<file path="src/hdl/sfrdw_cfg.svh">
// constants for the sfr decode and fifo window block
// assumes an 8-bit direct space and a 1 KB external data ram
`ifndef SFRDW_CFG_SVH
`define SFRDW_CFG_SVH

// direct space split: top bit set selects the register bank
`define SFRDW_SFR_SEL_BIT 7
// bit-addressable registers have low three address bits clear
`define SFRDW_BITABLE_LOW 3'h0
// bit address below 0x80 lands in ram bytes starting here
`define SFRDW_BIT_RAM_BASE 8'h20
// external memory configuration register
`define SFRDW_EMCFG_ADDR 8'h85
`define SFRDW_EMCFG_RESET 8'h03
`define SFRDW_FIFO_EN_BIT 6
`define SFRDW_EMCFG_FIXED_LO 6'h03
// fifo window 0x0400..0x07FF: address bits 15:10 equal to 1
`define SFRDW_WIN_PAGE 6'h01
`define SFRDW_EXTERNAL_DATA_RAM_AW 10
// occupancy of 0x80..0xFF, bit n stands for address 0x80+n
`define SFRDW_OCC_MAP 128'hFFFF_FFFF_7FFF_BFFF_7FFF_D7FF_FFFF_FFFF

`endif

</file>
<file path="src/hdl/sfrdw_pkg.sv">
// types shared by the sfr decode and fifo window block
// assumes sfrdw_cfg.svh is found on the include path
package sfrdw_pkg;

  // direct-addressing access from the core
  typedef struct packed {
    logic valid;       // access strobe, one cycle
    logic bit_op;      // bit access instead of byte
    logic we;          // write
    logic [7:0] addr;  // byte address, or bit address when bit_op
    logic [7:0] wdata; // byte data, bit value in wdata[0]
  } sfrdw_dir_req_t;

  // routed direct access
  typedef struct packed {
    logic sfr_sel;         // goes to the register bank
    logic ram_sel;         // goes to internal data ram
    logic bit_op;          // single bit access
    logic we;              // write
    logic [7:0] byte_addr; // byte address of the target
    logic [2:0] bit_pos;   // bit within the byte
    logic [7:0] wdata;     // write data
  } sfrdw_dir_route_t;

  // external-move access from the core
  typedef struct packed {
    logic valid;        // access strobe, one cycle
    logic we;           // write
    logic [15:0] addr;  // 16-bit external data address
    logic [7:0] wdata;  // write data
  } sfrdw_xm_req_t;

  // access toward fifo ram or external data ram
  typedef struct packed {
    logic fifo_req;     // fifo ram access, held until ack
    logic external_data_ram_req;     // external data ram access, one cycle
    logic we;           // write
    logic [9:0] addr;   // offset in the 1 KB target
    logic [7:0] wdata;  // write data
  } sfrdw_mem_req_t;

  typedef enum logic [0:0] {
    SFRDW_XM_IDLE = 1'b0,
    SFRDW_XM_FIFO = 1'b1
  } sfrdw_xm_state_t;

endpackage

</file>
<file path="src/hdl/sfrdw_occ_rom.sv">
// occupancy table of the special-function register space
// assumes the caller aligns its own outputs to the registered answer
`include "sfrdw_cfg.svh"

module sfrdw_occ_rom (
  input wire logic clock,       // core clock
  input wire logic sys_rst,     // async reset, active high
  input wire logic lookup,      // register-bank access this cycle
  input wire logic [6:0] index, // address minus 0x80
  output logic reserved_r       // registered: access hit a free slot
);

  // constant table; unoccupied entries are reserved
  localparam logic [127:0] OCC_MAP = `SFRDW_OCC_MAP;

  // registered lookup keeps the answer glitch free
  always_ff @(posedge clock or posedge sys_rst) begin
    if (sys_rst) begin
      reserved_r <= 1'b0;
    end else begin
      reserved_r <= lookup && !OCC_MAP[index];
    end
  end

endmodule

</file>
<file path="src/hdl/sfrdw_top.sv">
// direct-space decode, external memory config and fifo window
// assumes one core clock and a fifo ram that acknowledges by a
// level synchronous to this clock
`include "sfrdw_cfg.svh"

module sfrdw_top (
  input wire logic clock,                        // core clock, 100 MHz
  input wire logic sys_rst,                      // async reset, high
  input wire sfrdw_pkg::sfrdw_dir_req_t dir_req, // direct access in
  input wire sfrdw_pkg::sfrdw_xm_req_t xm_req,   // external move in
  input wire logic fifo_ack,                     // fifo access finished
  output sfrdw_pkg::sfrdw_dir_route_t dir_out_r, // routed direct access
  output logic sfr_reserved_r,                   // hit unoccupied location
  output logic bit_refused_r,                    // bit op not allowed
  output logic [7:0] cfg_rdata_r,                // config read data
  output logic cfg_rvalid_r,                     // config read, pulse
  output logic fifo_window_enable_r,             // window state
  output sfrdw_pkg::sfrdw_mem_req_t mem_out_r,   // fifo or ram access
  output logic xm_wait_r,                        // core must stall
  output logic xm_done_r                         // move finished, pulse
);

  // byte and bit position of the direct access
  logic [7:0] dir_byte; // decoded byte address
  logic [2:0] dir_pos;  // decoded bit position
  logic dir_is_sfr;     // upper half of direct space
  logic dir_bit_ok;     // bit access permitted at this byte
  logic cfg_hit;        // byte access to the config register
  logic [6:0] occ_index; // table index for the occupancy rom
  logic sfr_access;     // register-bank access this cycle
  // reset image of the config register; only the enable is stored
  localparam logic [7:0] EMCFG_RESET = `SFRDW_EMCFG_RESET;

  // bit addresses 0x80..0xFF name bit-addressable registers,
  // lower ones name the 16 bit-addressable ram bytes
  always_comb begin
    dir_pos = 3'h0;
    dir_byte = dir_req.addr;
    if (dir_req.bit_op) begin
      dir_pos = dir_req.addr[2:0];
      if (dir_req.addr[`SFRDW_SFR_SEL_BIT]) begin
        dir_byte = {dir_req.addr[7:3], `SFRDW_BITABLE_LOW};
      end else begin
        dir_byte = `SFRDW_BIT_RAM_BASE + {4'h0, dir_req.addr[6:3]};
      end
    end
  end

  assign dir_is_sfr = dir_byte[`SFRDW_SFR_SEL_BIT];
  // a bit op on a byte-only register can only come from a bad
  // address; bit decode above never forms one, kept as a guard
  assign dir_bit_ok = (dir_byte[2:0] == `SFRDW_BITABLE_LOW);
  assign cfg_hit = dir_req.valid && !dir_req.bit_op &&
                   (dir_byte == `SFRDW_EMCFG_ADDR);
  assign occ_index = dir_byte[6:0];
  assign sfr_access = dir_req.valid && dir_is_sfr;

  // occupancy lookup answers in step with the routed access; the
  // reserved flag is advisory: the access still goes to the bank,
  // whose answer at such an address is undefined
  sfrdw_occ_rom u_occ (
    .clock(clock),
    .sys_rst(sys_rst),
    .lookup(sfr_access),
    .index(occ_index),
    .reserved_r(sfr_reserved_r)
  );

  // direct access routing, registered one cycle
  always_ff @(posedge clock or posedge sys_rst) begin
    if (sys_rst) begin
      dir_out_r <= '0;
    end else begin
      dir_out_r.sfr_sel <= sfr_access;
      dir_out_r.ram_sel <= dir_req.valid && !dir_is_sfr;
      dir_out_r.bit_op <= dir_req.bit_op;
      dir_out_r.we <= dir_req.we;
      dir_out_r.byte_addr <= dir_byte;
      dir_out_r.bit_pos <= dir_pos;
      dir_out_r.wdata <= dir_req.wdata;
    end
  end

  // refusal flag for a bit op on a byte-only register; kept apart
  // from the routing so a later refusal policy stays local
  always_ff @(posedge clock or posedge sys_rst) begin
    if (sys_rst) begin
      bit_refused_r <= 1'b0;
    end else begin
      bit_refused_r <= sfr_access && dir_req.bit_op &&
                       !dir_bit_ok;
    end
  end

  // config register: only the window enable is stored
  always_ff @(posedge clock or posedge sys_rst) begin
    if (sys_rst) begin
      fifo_window_enable_r <= EMCFG_RESET[`SFRDW_FIFO_EN_BIT];
    end else if (cfg_hit && dir_req.we) begin
      fifo_window_enable_r <= dir_req.wdata[`SFRDW_FIFO_EN_BIT];
    end
  end

  // read strobe for a byte read of the config register
  always_ff @(posedge clock or posedge sys_rst) begin
    if (sys_rst) begin
      cfg_rvalid_r <= 1'b0;
    end else begin
      cfg_rvalid_r <= cfg_hit && !dir_req.we;
    end
  end

  // config read: bit 7 zero, bits 5:0 fixed, writes there dropped;
  // refreshed every cycle, so it shows the enable one cycle late
  always_ff @(posedge clock or posedge sys_rst) begin
    if (sys_rst) begin
      cfg_rdata_r <= 8'h00;
    end else begin
      cfg_rdata_r <= {1'b0, fifo_window_enable_r,
                      `SFRDW_EMCFG_FIXED_LO};
    end
  end

  // external-move decode
  sfrdw_pkg::sfrdw_xm_state_t xm_state_r; // move sequencer state
  logic in_window;  // address falls in 0x0400..0x07FF
  logic to_fifo;    // this move goes to the fifo ram
  logic xm_take;    // move accepted by the idle sequencer
  logic xm_ack;     // pending fifo move answered this cycle

  assign in_window = (xm_req.addr[15:10] == `SFRDW_WIN_PAGE);
  // the window only opens while the enable is set
  assign to_fifo = fifo_window_enable_r && in_window;
  // moves that arrive while a fifo move is pending are ignored; the
  // core is expected to honour the stall and not issue them
  assign xm_take = xm_req.valid &&
                   (xm_state_r == sfrdw_pkg::SFRDW_XM_IDLE);
  assign xm_ack = fifo_ack &&
                  (xm_state_r == sfrdw_pkg::SFRDW_XM_FIFO);

  // sequencer: ram moves take one cycle, fifo moves hold the core
  // until the fifo side acknowledges
  always_ff @(posedge clock or posedge sys_rst) begin
    if (sys_rst) begin
      xm_state_r <= sfrdw_pkg::SFRDW_XM_IDLE;
    end else begin
      case (xm_state_r)
        sfrdw_pkg::SFRDW_XM_IDLE: begin
          if (xm_take && to_fifo) begin
            xm_state_r <= sfrdw_pkg::SFRDW_XM_FIFO;
          end
        end
        sfrdw_pkg::SFRDW_XM_FIFO: begin
          // relies on the usb side running at least twice as fast
          if (fifo_ack) begin
            xm_state_r <= sfrdw_pkg::SFRDW_XM_IDLE;
          end
        end
        default: begin
          // unused code: fall back to idle
          xm_state_r <= sfrdw_pkg::SFRDW_XM_IDLE;
        end
      endcase
    end
  end

  // memory request: strobes follow the sequencer, the other fields
  // are loaded only when a move is taken and hold otherwise
  always_ff @(posedge clock or posedge sys_rst) begin
    if (sys_rst) begin
      mem_out_r <= '0;
    end else begin
      // ram strobe lasts one cycle; with the window open the ram
      // under the window is never strobed
      mem_out_r.external_data_ram_req <= xm_take && !to_fifo;
      if (xm_take) begin
        mem_out_r.we <= xm_req.we;
        mem_out_r.wdata <= xm_req.wdata;
        // upper bits dropped: ram repeats over the 64 k space
        mem_out_r.addr <= xm_req.addr[`SFRDW_EXTERNAL_DATA_RAM_AW-1:0];
      end
      // fifo strobe stands until the fifo side answers
      if (xm_take && to_fifo) begin
        mem_out_r.fifo_req <= 1'b1;
      end else if (xm_ack) begin
        mem_out_r.fifo_req <= 1'b0;
      end
    end
  end

  // core stall: raised with a fifo move, dropped by the answer
  always_ff @(posedge clock or posedge sys_rst) begin
    if (sys_rst) begin
      xm_wait_r <= 1'b0;
    end else if (xm_take && to_fifo) begin
      xm_wait_r <= 1'b1;
    end else if (xm_ack) begin
      xm_wait_r <= 1'b0;
    end
  end

  // completion pulse: with the ram strobe, or the cycle after the
  // fifo answer
  always_ff @(posedge clock or posedge sys_rst) begin
    if (sys_rst) begin
      xm_done_r <= 1'b0;
    end else begin
      xm_done_r <= (xm_take && !to_fifo) || xm_ack;
    end
  end

endmodule

</file>
<file path="config.mk">
export PLATFORM = sky130hd
export DESIGN_NAME = sfrdw_top
export DESIGN_NICKNAME = d
export VERILOG_FILES = /design/src/hdl/sfrdw_pkg.sv /design/src/hdl/sfrdw_occ_rom.sv /design/src/hdl/sfrdw_top.sv
export VERILOG_INCLUDE_DIRS = /design/src /design/src/hdl
export SDC_FILE = /design/constraint.sdc
export NUM_CORES = 1
export LEC_CHECK = 0
export ABC_AREA = 1
export BUFFER_PORTS_ARGS = -buffer_cell sky130_fd_sc_hd__buf_2
export CAP_MARGIN = 20
export CORE_ASPECT_RATIO = 0.8
export CORE_MARGIN = 5
export CORE_UTILIZATION = 46
export CTS_BUF_LIST = sky130_fd_sc_hd__clkbuf_8
export CTS_CLUSTER_SIZE = 30
export DETAILED_ROUTE_END_ITERATION = 8
export GPL_ROUTABILITY_DRIVEN = 1
export PLACE_DENSITY_LB_ADDON = 0.2
export SYNTH_ARGS = -nofsm -noshare
export SYNTH_HDL_FRONTEND = slang
export SYNTH_SLANG_ARGS = --single-unit
</file>
<file path="constraint.sdc">
create_clock -name clock -period 2.08 [get_ports clock]
set_input_delay 0.416 -clock clock [delete_from_list [all_inputs] [get_ports clock]]
set_output_delay 0.416 -clock clock [all_outputs]
set_load 0.05 [all_outputs]
</file>
==> results by group, run 1 <==
Run status
  • Status: finished, final reports clean

STA
  • Worst hold margin: 0.137 ns
  • Sum Neg Setup Slack: 0 ns
  • Final setup margin: 0.704 ns
  • Fin. Hold Viols: 0
  • Setup violators final: 0
  • Worst-Margin Slew: 0.643 ns
  • Maximum clock rate: 727 MHz
  • Final period util: 66.2%
  • Clk_skew: 0.00183 ns
  • Final Max Slew Viols: 0
  • Slew headroom: 57.1%
  • Min Clock Period, post-route: 1.38 ns
  • RSZ-0062 raised after global routing: no

GRT
  • Largest net degree at the start of global routing: 33
  • First-pass GRT wire length: 7.38 mm
  • Gr ovfl total: 0
  • Met3 usage: 7.60%
  • GRT met1 Usage: 21.6%
  • Global-route usage over all layers: 16.4%
  • Initial antenna violation count: 0
  • GR Util met2: 24.0%
  • Vias in the first global route: 1568
  • GRT busiest layer: met2

Run
  • MaxCap Viol Count: 0

Logic synthesis
  • Syn_area_per_cell: 9.65 µm²
  • Unique cell type count in the Yosys netlist: 21
  • Area leader, netlist: dfrtp_1
  • Fraction of registers with async set/reset: 100%
  • Synth Flop Type: dfrtp_1
  • Cells after Synth: 204
  • Post-synthesis compound-gate area fraction: 1.46%
  • Xor and xnor area share after synthesis: 0%
  • Mux cell area share after synthesis: 0%
  • Main combinational cell family by area after synthesis: simple AND/OR/NAND/NOR gates
  • Mapped Area: 1970 µm²
  • Yosys warnings: 0
  • Synth Area in Simple Gates: 24.3%
  • Synth cell count leaders: nand2_1, dfrtp_1, inv_1
  • Synth Area in Adders: 0%
  • Seq/Total Area, Yosys: 66.1%
  • Share of the synthesized area in the top cell type: 66.1%
  • Top-count cell post-synth: nand2_1
  • Flip-flop and latch count after synthesis: 52
  • Area contributors post-synth: dfrtp_1, nand2_1, inv_1, buf_4, nand2_2
  • Number of synthesized flops with an enable pin: 0

CTS
  • Largest buffer count on any clock path: 2
  • CTS Sinks: 52
  • H-tree levels: 2
  • CTS Buf Count: 5
  • Worst-skew pair later-pin latency: 0.29 ns
  • Clk pin slew, worst setup/hold paths: 0.09 ns
  • Hold_buf cts: 0
  • Post-CTS Setup Bufs: 0
  • Cts repair resizes: 0
  • Clk root buf: clkbuf_8
  • CTS tree: built

Detailed routing
  • Total number of vias: 1580
  • DR vias/cell: 4.34
  • Final WL: 4.39 mm
  • Initial DRC count: 40
  • Routed WL per cell: 12.1 µm
  • TritonRoute pass-1 iters: 3
  • ANT nets after route: 0
  • DRC Markers: 0

Die
  • Die area: 5700 µm²
  • Starting density of the core: 47.4%
  • Area of the core: 4150 µm²
  • DIE WIDTH: 83.2 µm
  • Die height: 68.5 µm
  • I/O pins: 106
  • Rows: 21

Worst setup path
  • Type of origin of the critical path: flip-flop
  • WP depth: 1
  • Endpoint class of the critical path: output pin
  • Crit path to: xm_wait_r
  • FF-to-FF Start: fifo_window_enable_r$_DFFE_PP0P_
  • Worst Reg-to-Reg Cells: 4
  • Critical Setup Path Class: reg -> out
  • CP cell instances: buf_2
  • Worst EP required: 1.66 ns
  • Critical Path Fanout Max: 3
  • Worst path bufs/invs: 1
  • Delay-heaviest family, CP: flip-flops
  • R2r setup slk: 0.78 ns
  • Reg-to-Reg End: xm_state_r$_DFF_PP0_
  • Crit path DAT: 0.96 ns
  • Worst Setup SP: xm_wait_r$_DFFE_PP0P_
  • CP max stage delay: 0.39 ns
  • Slowest-stage cell, CP: dfrtp_1

Cells and area
  • # diodes: 0
  • Layout cells sized above 1: 39.4%
  • Final core occ: 62.6%
  • Final cell count without fillers: 364
  • Synth-to-layout area growth: 32.0%
  • Final instance area: 2600 µm²
  • Count of nets after finishing: 354

Pwr
  • Clk pwr share: 25.0%
  • Sw Ratio: 34.3%
  • Pleak: 1.53 nW
  • Combinational share of power: 25.2%
  • Psw: 0.767 mW
  • Power Density: 859 nW/µm²
  • Reg power frac: 49.8%
  • Int Power: 1.47 mW
  • Total power: 2.23 mW
  • Peak supply drop: 0.000434 V

Min path
  • Worst min path class: in -> async

Placed design
  • IO buf count: 100
  • DP Wirelength: 3.36 mm
  • DP Cell Count: 356
  • Dpl ws: 0.592 ns
  • GP Congestion: 0.853
  • Placed cell areas: 2510 µm²
## flip-flops by register name (all words and copies together), names as in the netlist
| register | cells |
|---|---|
| xm_state_r | 1 |
| u_occ.reserved_r | 1 |
| mem_out_r | 20 |
| xm_wait_r | 1 |
| dir_out_r | 23 |
| cfg_rvalid_r | 1 |
| cfg_rdata_r | 2 |
| xm_done_r | 1 |
| fifo_window_enable_r | 1 |
| bit_refused_r | 1 |
## per-layer routing
metal | vias up | share of wire, %
met5 | - | 0
met4 | 0 | 1.2
met3 | 10 | 11
met2 | 73 | 42
met1 | 699 | 46
li1 | 798 | -
## cell type report
class                      instances  area, µm²
clock buffer                       6       82.6
clock inverter                     2       7.51
fill                             389       1550
inverter                          20       75.1
multi-input combinational        125        533
sequential                        52       1300
tap                               57       71.3
timing repair buffer             102        528
## cells by family (layout without fill, tap and decap cells)
kind of cell           Yosys count  count (layout)
AOI/OAI and AO/OA                5               5
buffers and inverters           32             130
DFF                             52              52
other                            2               7
and+or+nand+nor                113             113
## power by group through the flow
stage / combinational (mW) / sequential [mW] / clock (mW)
3_3_place_gp: 0.564 / 1.13 / 0
5_1_grt: 0.606 / 1.12 / 0.621
2_1_floorplan: 0.159 / 1.39 / 0
3_5_place_dp: 0.567 / 1.13 / 0
4_1_cts: 0.569 / 1.11 / 0.576
6_report: 0.563 / 1.11 / 0.559
## how the worst min path moves through the flow
stage                                startpoint  slack [ns]                   endpoint
6_report                                sys_rst        0.14  mem_out_r[13]$_DFFE_PP0P_
5_1_grt                                 sys_rst        0.17   mem_out_r[7]$_DFFE_PP0P_
4_1_cts                                 sys_rst        0.14   mem_out_r[4]$_DFFE_PP0P_
3_5_place_dp   fifo_window_enable_r$_DFFE_PP0P_        0.40   cfg_rdata_r[6]$_DFF_PP0_
3_3_place_gp   fifo_window_enable_r$_DFFE_PP0P_        0.40   cfg_rdata_r[6]$_DFF_PP0_
2_1_floorplan                        dir_req[0]        0.45     dir_out_r[0]$_DFF_PP0_
## cell usage in the layout (no fill, tap or decap)
cell,count
buf_4,1
nor3_1,3
nand3_2,1
a21oi_1,2
nor4_1,1
buf_12,1
nand3_1,5
nor2_2,2
nand4_1,1
inv_1,20
buf_2,100
clkbuf_8,6
nand2_1,86
nand3b_1,1
o21ai_0,2
conb_1,7
nand2_2,6
nor2_1,6
dfrtp_1,52
a21oi_2,1
nor4_2,1
inv_2,2
Note: power is estimated with default switching activity, not from simulation.
==> run 2: changes to the inputs <==
clock period = 1.3 ns   (was 2.08 ns; I/O delays follow)
==> results by group, run 2 (synthesized netlist as in run 1, its figures left out) <==
GRT
  • Vias in the first global route: 1528 (was 1568)
  • Largest net degree at the start of global routing: 27 (was 33)
  • Global-route usage over all layers: 16.0% (was 16.4%)
  • Initial antenna violation count: 0 (unchanged)
  • Gr ovfl total: 0 (unchanged)
  • First-pass GRT wire length: 7.09 mm (was 7.38 mm)

Detailed routing
  • Wl on met1: 2.02 mm (was 2.01 mm)
  • ANT nets after route: 0 (unchanged)
  • Routed WL per cell: 11.9 µm (was 12.1 µm)
  • Met2 wire len: 1.83 mm (was 1.85 mm)
  • DR vias/cell: 4.40 (was 4.34)
  • TritonRoute pass-1 iters: 4 (was 3)
  • Initial DRC count: 49 (was 40)
  • DRC Markers: 0 (unchanged)
  • Final WL: 4.38 mm (was 4.39 mm)
  • Total number of vias: 1625 (was 1580)
  • Metal3 WL: 468 µm (was 479 µm)
  • Top layer in use: met4 (unchanged)

STA
  • Sum Neg Setup Slack: 0 ns (unchanged)
  • RSZ-0062 raised after global routing: no (unchanged)
  • Min Clock Period, post-route: 1.23 ns
  • Maximum clock rate: 811 MHz
  • Setup violators final: 0 (unchanged)
  • Final Max Slew Viols: 0 (unchanged)
  • Clk_skew: 0.00174 ns (was 0.00183 ns)
  • Final period util: 94.9%
  • Fin. Hold Viols: 0 (unchanged)

CTS
  • H-tree levels: 2 (unchanged)
  • CTS Buf Count: 5 (unchanged)
  • Clk pin slew, worst setup/hold paths: 0.09 ns (about the same)
  • Clk root buf: clkbuf_8 (unchanged)
  • Largest buffer count on any clock path: 2 (unchanged)
  • CTS tree: built (unchanged)
  • CTS Sinks: 52 (unchanged)
  • Worst-skew pair later-pin latency: 0.30 ns (was 0.29 ns)

Pwr
  • Total power: 3.61 mW (was 2.23 mW)
  • Power Density: 1360 nW/µm² (was 859 nW/µm²)
  • Psw: 1.25 mW (was 0.767 mW)
  • Pleak: 1.53 nW (about the same)
  • Reg power frac: 49.2% (was 49.8%)
  • Peak supply drop: 0.000722 V (was 0.000434 V)
  • Combinational share of power: 25.3% (was 25.2%)
  • Clk pwr share: 25.5% (was 25.0%)
  • Int Power: 2.36 mW (was 1.47 mW)
  • Sw Ratio: 34.6% (was 34.3%)

Run
  • MaxCap Viol Count: 0 (unchanged)

Cells and area
  • Top flop regs: dir_out_r (23), mem_out_r (20), cfg_rdata_r (2) (unchanged)
  • Largest reg by FF count: dir_out_r (unchanged)
  • Synth-to-layout area growth: 35.0% (was 32.0%)
  • Final cell count without fillers: 369 (was 364)
  • Commonest non-fill, non-tap cell in the layout: buf_2 (unchanged)
  • # diodes: 0 (unchanged)
  • Most frequent cells in the layout: buf_2, nand2_1, dfrtp_1 (unchanged)
  • Count of nets after finishing: 359 (was 354)
  • Layout cells sized above 1: 41.3% (was 39.4%)
  • Max reg flops: 23 (unchanged)

Die
  • DIE WIDTH: 83.2 µm (unchanged)
  • Starting density of the core: 47.4% (unchanged)
  • Area of the core: 4150 µm² (unchanged)
  • Die height: 68.5 µm (unchanged)
  • I/O pins: 106 (unchanged)
  • Die area: 5700 µm² (unchanged)
  • Rows: 21 (unchanged)

Worst setup path
  • Crit path DAT: 0.97 ns (was 0.96 ns)
  • FF-to-FF Start: xm_state_r$_DFF_PP0_ (was fifo_window_enable_r$_DFFE_PP0P_)
  • CP max stage delay: 0.39 ns (about the same)
  • Worst Reg-to-Reg Cells: 4 (unchanged)
  • Slowest-stage cell, CP: dfrtp_1 (unchanged)
  • Worst Setup SP: xm_wait_r$_DFFE_PP0P_ (unchanged)
  • Worst path bufs/invs: 1 (unchanged)
  • WP depth: 1 (unchanged)
  • R2r setup slk: 0.11 ns (was 0.78 ns)
  • Delay-heaviest family, CP: flip-flops (unchanged)
  • Critical Setup Path Class: reg -> out (unchanged)
  • Worst EP required: 1.04 ns (was 1.66 ns)
  • Reg-to-Reg End: xm_done_r$_DFF_PP0_ (was xm_state_r$_DFF_PP0_)
  • Type of origin of the critical path: flip-flop (unchanged)
  • Crit path to: mem_out_r[20] (was xm_wait_r)
  • Critical Path Fanout Max: 3 (unchanged)
  • CP cell instances: buf_2 (unchanged)
  • Endpoint class of the critical path: output pin (unchanged)

Min path
  • HP Start: dir_req[3]
  • Worst min path class: in -> reg (was in -> async)

Placed design
  • DP Cell Count: 358 (was 356)
  • IO buf count: 100 (unchanged)
  • DP Wirelength: 3.37 mm (was 3.36 mm)
  • GP Congestion: 0.822 (was 0.853)

Run status
  • Status: finished, final reports clean (unchanged)
[run 2: cell count changes in the layout (fill, tap and decap cells not counted)]
cell,change
dlygate4sd3_1,+1
buf_4,+3
clkinvlp_4,+4
dfrtp_2,+1
inv_2,-1
nor2_4,+1
dfrtp_1,-1
nor2_1,-1
inv_1,-2
[run 2: through the flow]
step	util, %	setup WS [ns]	instance area (µm²)	hold WS (ns)
after detailed placement	60.9	0.0160	2530	0.236
after floorplan	-	0.117	1990	0.291
after CTS	63.4	0.0157	2630	0.0534
final	64.0	0.0662	2660	0.0657
after global placement	60.9	0.0684	2530	0.239
after global routing	64.0	0.0106	2660	0.0495
[run 2: worst min-delay path by stage]
stage,end,depth (start not counted)
global placement,dir_out_r[16]$_DFF_PP0_,2
floorplan,dir_out_r[0]$_DFF_PP0_,0
finish,dir_out_r[3]$_DFF_PP0_,1
CTS,dir_out_r[3]$_DFF_PP0_,1
global route,dir_out_r[2]$_DFF_PP0_,1
detailed placement,dir_out_r[16]$_DFF_PP0_,2
[run 2: per-layer routing]
metal,vias up,track usage (%)
met5,-,0
met2,89,23.7
met1,720,21.7
met4,0,6.73
li1,811,-
met3,5,5.34
[run 2: cell type report]
class / count / area (µm²)
Multi-Input combinational cell: 125 / 541
Clock inverter: 2 / 11.3
Sequential cell: 52 / 1300
Tap cell: 57 / 71.3
Fill cell: 390 / 1490
Inverter: 20 / 82.6
Timing Repair inverter: 1 / 7.51
Clock buffer: 6 / 82.6
Timing Repair Buffer: 106 / 561
[run 2: power groups by stage]
stage               combinational [mW]  sequential, mW  clock [mW]
global route                     0.981            1.79        1.03
finish                           0.914            1.78       0.920
detailed placement               0.910            1.81           0
CTS                              0.914            1.78       0.953
floorplan                        0.255            2.22           0
global placement                 0.905            1.81           0
[run 2: what timing repair did]
| item | 4_1_cts | 5_1_grt |
|---|---|---|
| hold buffers | 1 | 0 |
| gates resized for setup | 0 | 4 |
| buffers inserted | 0 | 1 |
| endpoints found under the hold margin | 11 | 0 |
| setup endpoints to repair | 0 | 5 |
==> run 3: changes to the inputs <==
CTS_BUF_LIST = sky130_fd_sc_hd__clkbuf_4 sky130_fd_sc_hd__clkbuf_8   (was sky130_fd_sc_hd__clkbuf_8)
==> results by group, run 3 (synthesized netlist as in run 1, its figures left out) <==
Placed design
  • GP Congestion: 0.822 (unchanged)
  • IO buf count: 100 (unchanged)
  • Dpl ws: 0.0160 ns (unchanged)
  • DP Wirelength: 3.37 mm (unchanged)
  • Placed cell areas: 2530 µm² (unchanged)

Cells and area
  • Synth-to-layout area growth: 35.2% (was 35.0%)
  • Final core occ: 64.1% (was 64.0%)
  • Max reg flops: 23 (unchanged)
  • Count of nets after finishing: 359 (unchanged)
  • Layout cells sized above 1: 41.7% (was 41.3%)
  • Commonest non-fill, non-tap cell in the layout: buf_2 (unchanged)
  • Final instance area: 2660 µm² (about the same)
  • Top flop regs: dir_out_r (23), mem_out_r (20), cfg_rdata_r (2) (unchanged)
  • Most frequent cells in the layout: buf_2, nand2_1, dfrtp_1 (unchanged)
  • Largest reg by FF count: dir_out_r (unchanged)
  • # diodes: 0 (unchanged)

GRT
  • First-pass GRT wire length: 7.09 mm (unchanged)
  • Global-route usage over all layers: 16.0% (unchanged)
  • Vias in the first global route: 1528 (unchanged)
  • Initial antenna violation count: 0 (unchanged)
  • Gr ovfl total: 0 (unchanged)
  • Largest net degree at the start of global routing: 27 (unchanged)

Worst setup path
  • CP max stage delay: 0.38 ns (was 0.39 ns)
  • Delay-heaviest family, CP: flip-flops (unchanged)
  • Worst EP required: 1.04 ns (about the same)
  • Critical Path Fanout Max: 3 (unchanged)
  • CP cell instances: buf_2 (unchanged)
  • Worst Reg-to-Reg Cells: 4 (unchanged)
  • Worst path bufs/invs: 1 (unchanged)
  • Endpoint class of the critical path: output pin (unchanged)
  • Type of origin of the critical path: flip-flop (unchanged)
  • Slowest-stage cell, CP: dfrtp_1 (unchanged)
  • Reg-to-Reg End: xm_done_r$_DFF_PP0_ (unchanged)
  • FF-to-FF Start: xm_state_r$_DFF_PP0_ (unchanged)
  • R2r setup slk: 0.11 ns (about the same)
  • Critical Setup Path Class: reg -> out (unchanged)
  • Crit path DAT: 0.96 ns (was 0.97 ns)

Min path
  • WHS Endpoint: dir_out_r[3]$_DFF_PP0_ (unchanged)
  • WHS Path Cells: 1 (unchanged)
  • Worst min path class: in -> reg (unchanged)
  • HP Start: dir_req[3] (unchanged)

STA
  • Final period util: 93.7% (was 94.9%)
  • Min Clock Period, post-route: 1.22 ns (was 1.23 ns)
  • Maximum clock rate: 821 MHz (was 811 MHz)
  • Final setup margin: 0.0822 ns (was 0.0662 ns)
  • Fin. Hold Viols: 0 (unchanged)
  • Final Max Slew Viols: 0 (unchanged)
  • RSZ-0062 raised after global routing: no (unchanged)
  • Setup violators final: 0 (unchanged)
  • Sum Neg Setup Slack: 0 ns (unchanged)
  • Clk_skew: 0.00117 ns (was 0.00174 ns)

CTS
  • H-tree levels: 2 (unchanged)
  • Clk pin slew, worst setup/hold paths: 0.09 ns (about the same)
  • Worst-skew pair later-pin latency: 0.30 ns (about the same)
  • Clk root buf: clkbuf_8 (unchanged)
  • CTS Buf Count: 5 (unchanged)
  • Largest buffer count on any clock path: 2 (unchanged)
  • CTS Sinks: 52 (unchanged)
  • CTS tree: built (unchanged)

Detailed routing
  • Initial DRC count: 49 (unchanged)
  • DR vias/cell: 4.41 (was 4.40)
  • TritonRoute pass-1 iters: 4 (unchanged)
  • Routed WL per cell: 11.8 µm (was 11.9 µm)
  • DRC Markers: 0 (unchanged)
  • Final WL: 4.36 mm (was 4.38 mm)
  • ANT nets after route: 0 (unchanged)
  • Total number of vias: 1629 (was 1625)

Die
  • I/O pins: 106 (unchanged)
  • Starting density of the core: 47.4% (unchanged)
  • Die area: 5700 µm² (unchanged)
  • DIE WIDTH: 83.2 µm (unchanged)
  • Die height: 68.5 µm (unchanged)
  • Area of the core: 4150 µm² (unchanged)
  • Rows: 21 (unchanged)

Pwr
  • Power Density: 1370 nW/µm² (was 1360 nW/µm²)
  • Peak supply drop: 0.000722 V (about the same)
  • Total power: 3.64 mW (was 3.61 mW)
  • Pleak: 1.53 nW (about the same)

Run status
  • Status: finished, final reports clean (unchanged)

Run
  • MaxCap Viol Count: 0 (unchanged)
## run 3: cell count changes in the layout (fill, tap and decap cells not counted)
cell	before	now
clkbuf_4	0	1
inv_1	18	17
## run 3: how the worst max path moves through the flow
stage	start	slack [ns]	end	cells after the start
6_report	xm_wait_r$_DFFE_PP0P_	0.08	mem_out_r[20]	1
5_1_grt	xm_state_r$_DFF_PP0_	0.01	xm_done_r$_DFF_PP0_	4
4_1_cts	xm_state_r$_DFF_PP0_	0.02	xm_done_r$_DFF_PP0_	3
3_5_place_dp	dir_req[17]	0.02	fifo_window_enable_r$_DFFE_PP0P_	9
3_3_place_gp	dir_req[17]	0.07	fifo_window_enable_r$_DFFE_PP0P_	9
2_1_floorplan	fifo_window_enable_r$_DFFE_PP0P_	0.12	xm_state_r$_DFF_PP0_	4
## run 3: final cells by class
class	instances	area, µm²
sequential	52	1300
inverter	20	82.6
tap	57	71.3
fill	390	1490
timing repair buffer	106	561
clock buffer	7	90.1
multi-input combinational	125	541
clock inverter	1	7.51
timing repair inverter	1	7.51
## run 3: routing by layer
| layer | GRT usage (%) | wire, µm |
|---|---|---|
| met1 | 21.7 | 2030 |
| met4 | 6.73 | 59 |
| met2 | 23.7 | 1820 |
| met3 | 5.34 | 456 |
| met5 | 0 | 0 |
## run 3: power breakdown
part / total [mW] / internal [mW] / switching, mW / leakage [nW]
Sequential: 1.78 / 1.73 / 0.0457 / 0.627
Combinational: 0.913 / 0.206 / 0.708 / 0.857
Clock: 0.947 / 0.454 / 0.493 / 0.0479
## run 3: repair_timing
action                                 CTS  global route
setup endpoints to repair                0             5
setup buffers                            0             1
endpoints found under the hold margin   11             0
hold buffers                             1             0
gates resized for setup                  0             4
## run 3: per-stage QoR
stage	hold WS [ns]	cells
after floorplan	0.291	209
after global routing	0.0495	369
final	0.0657	369
after CTS	0.0534	367
after global placement	0.239	358
after detailed placement	0.236	358
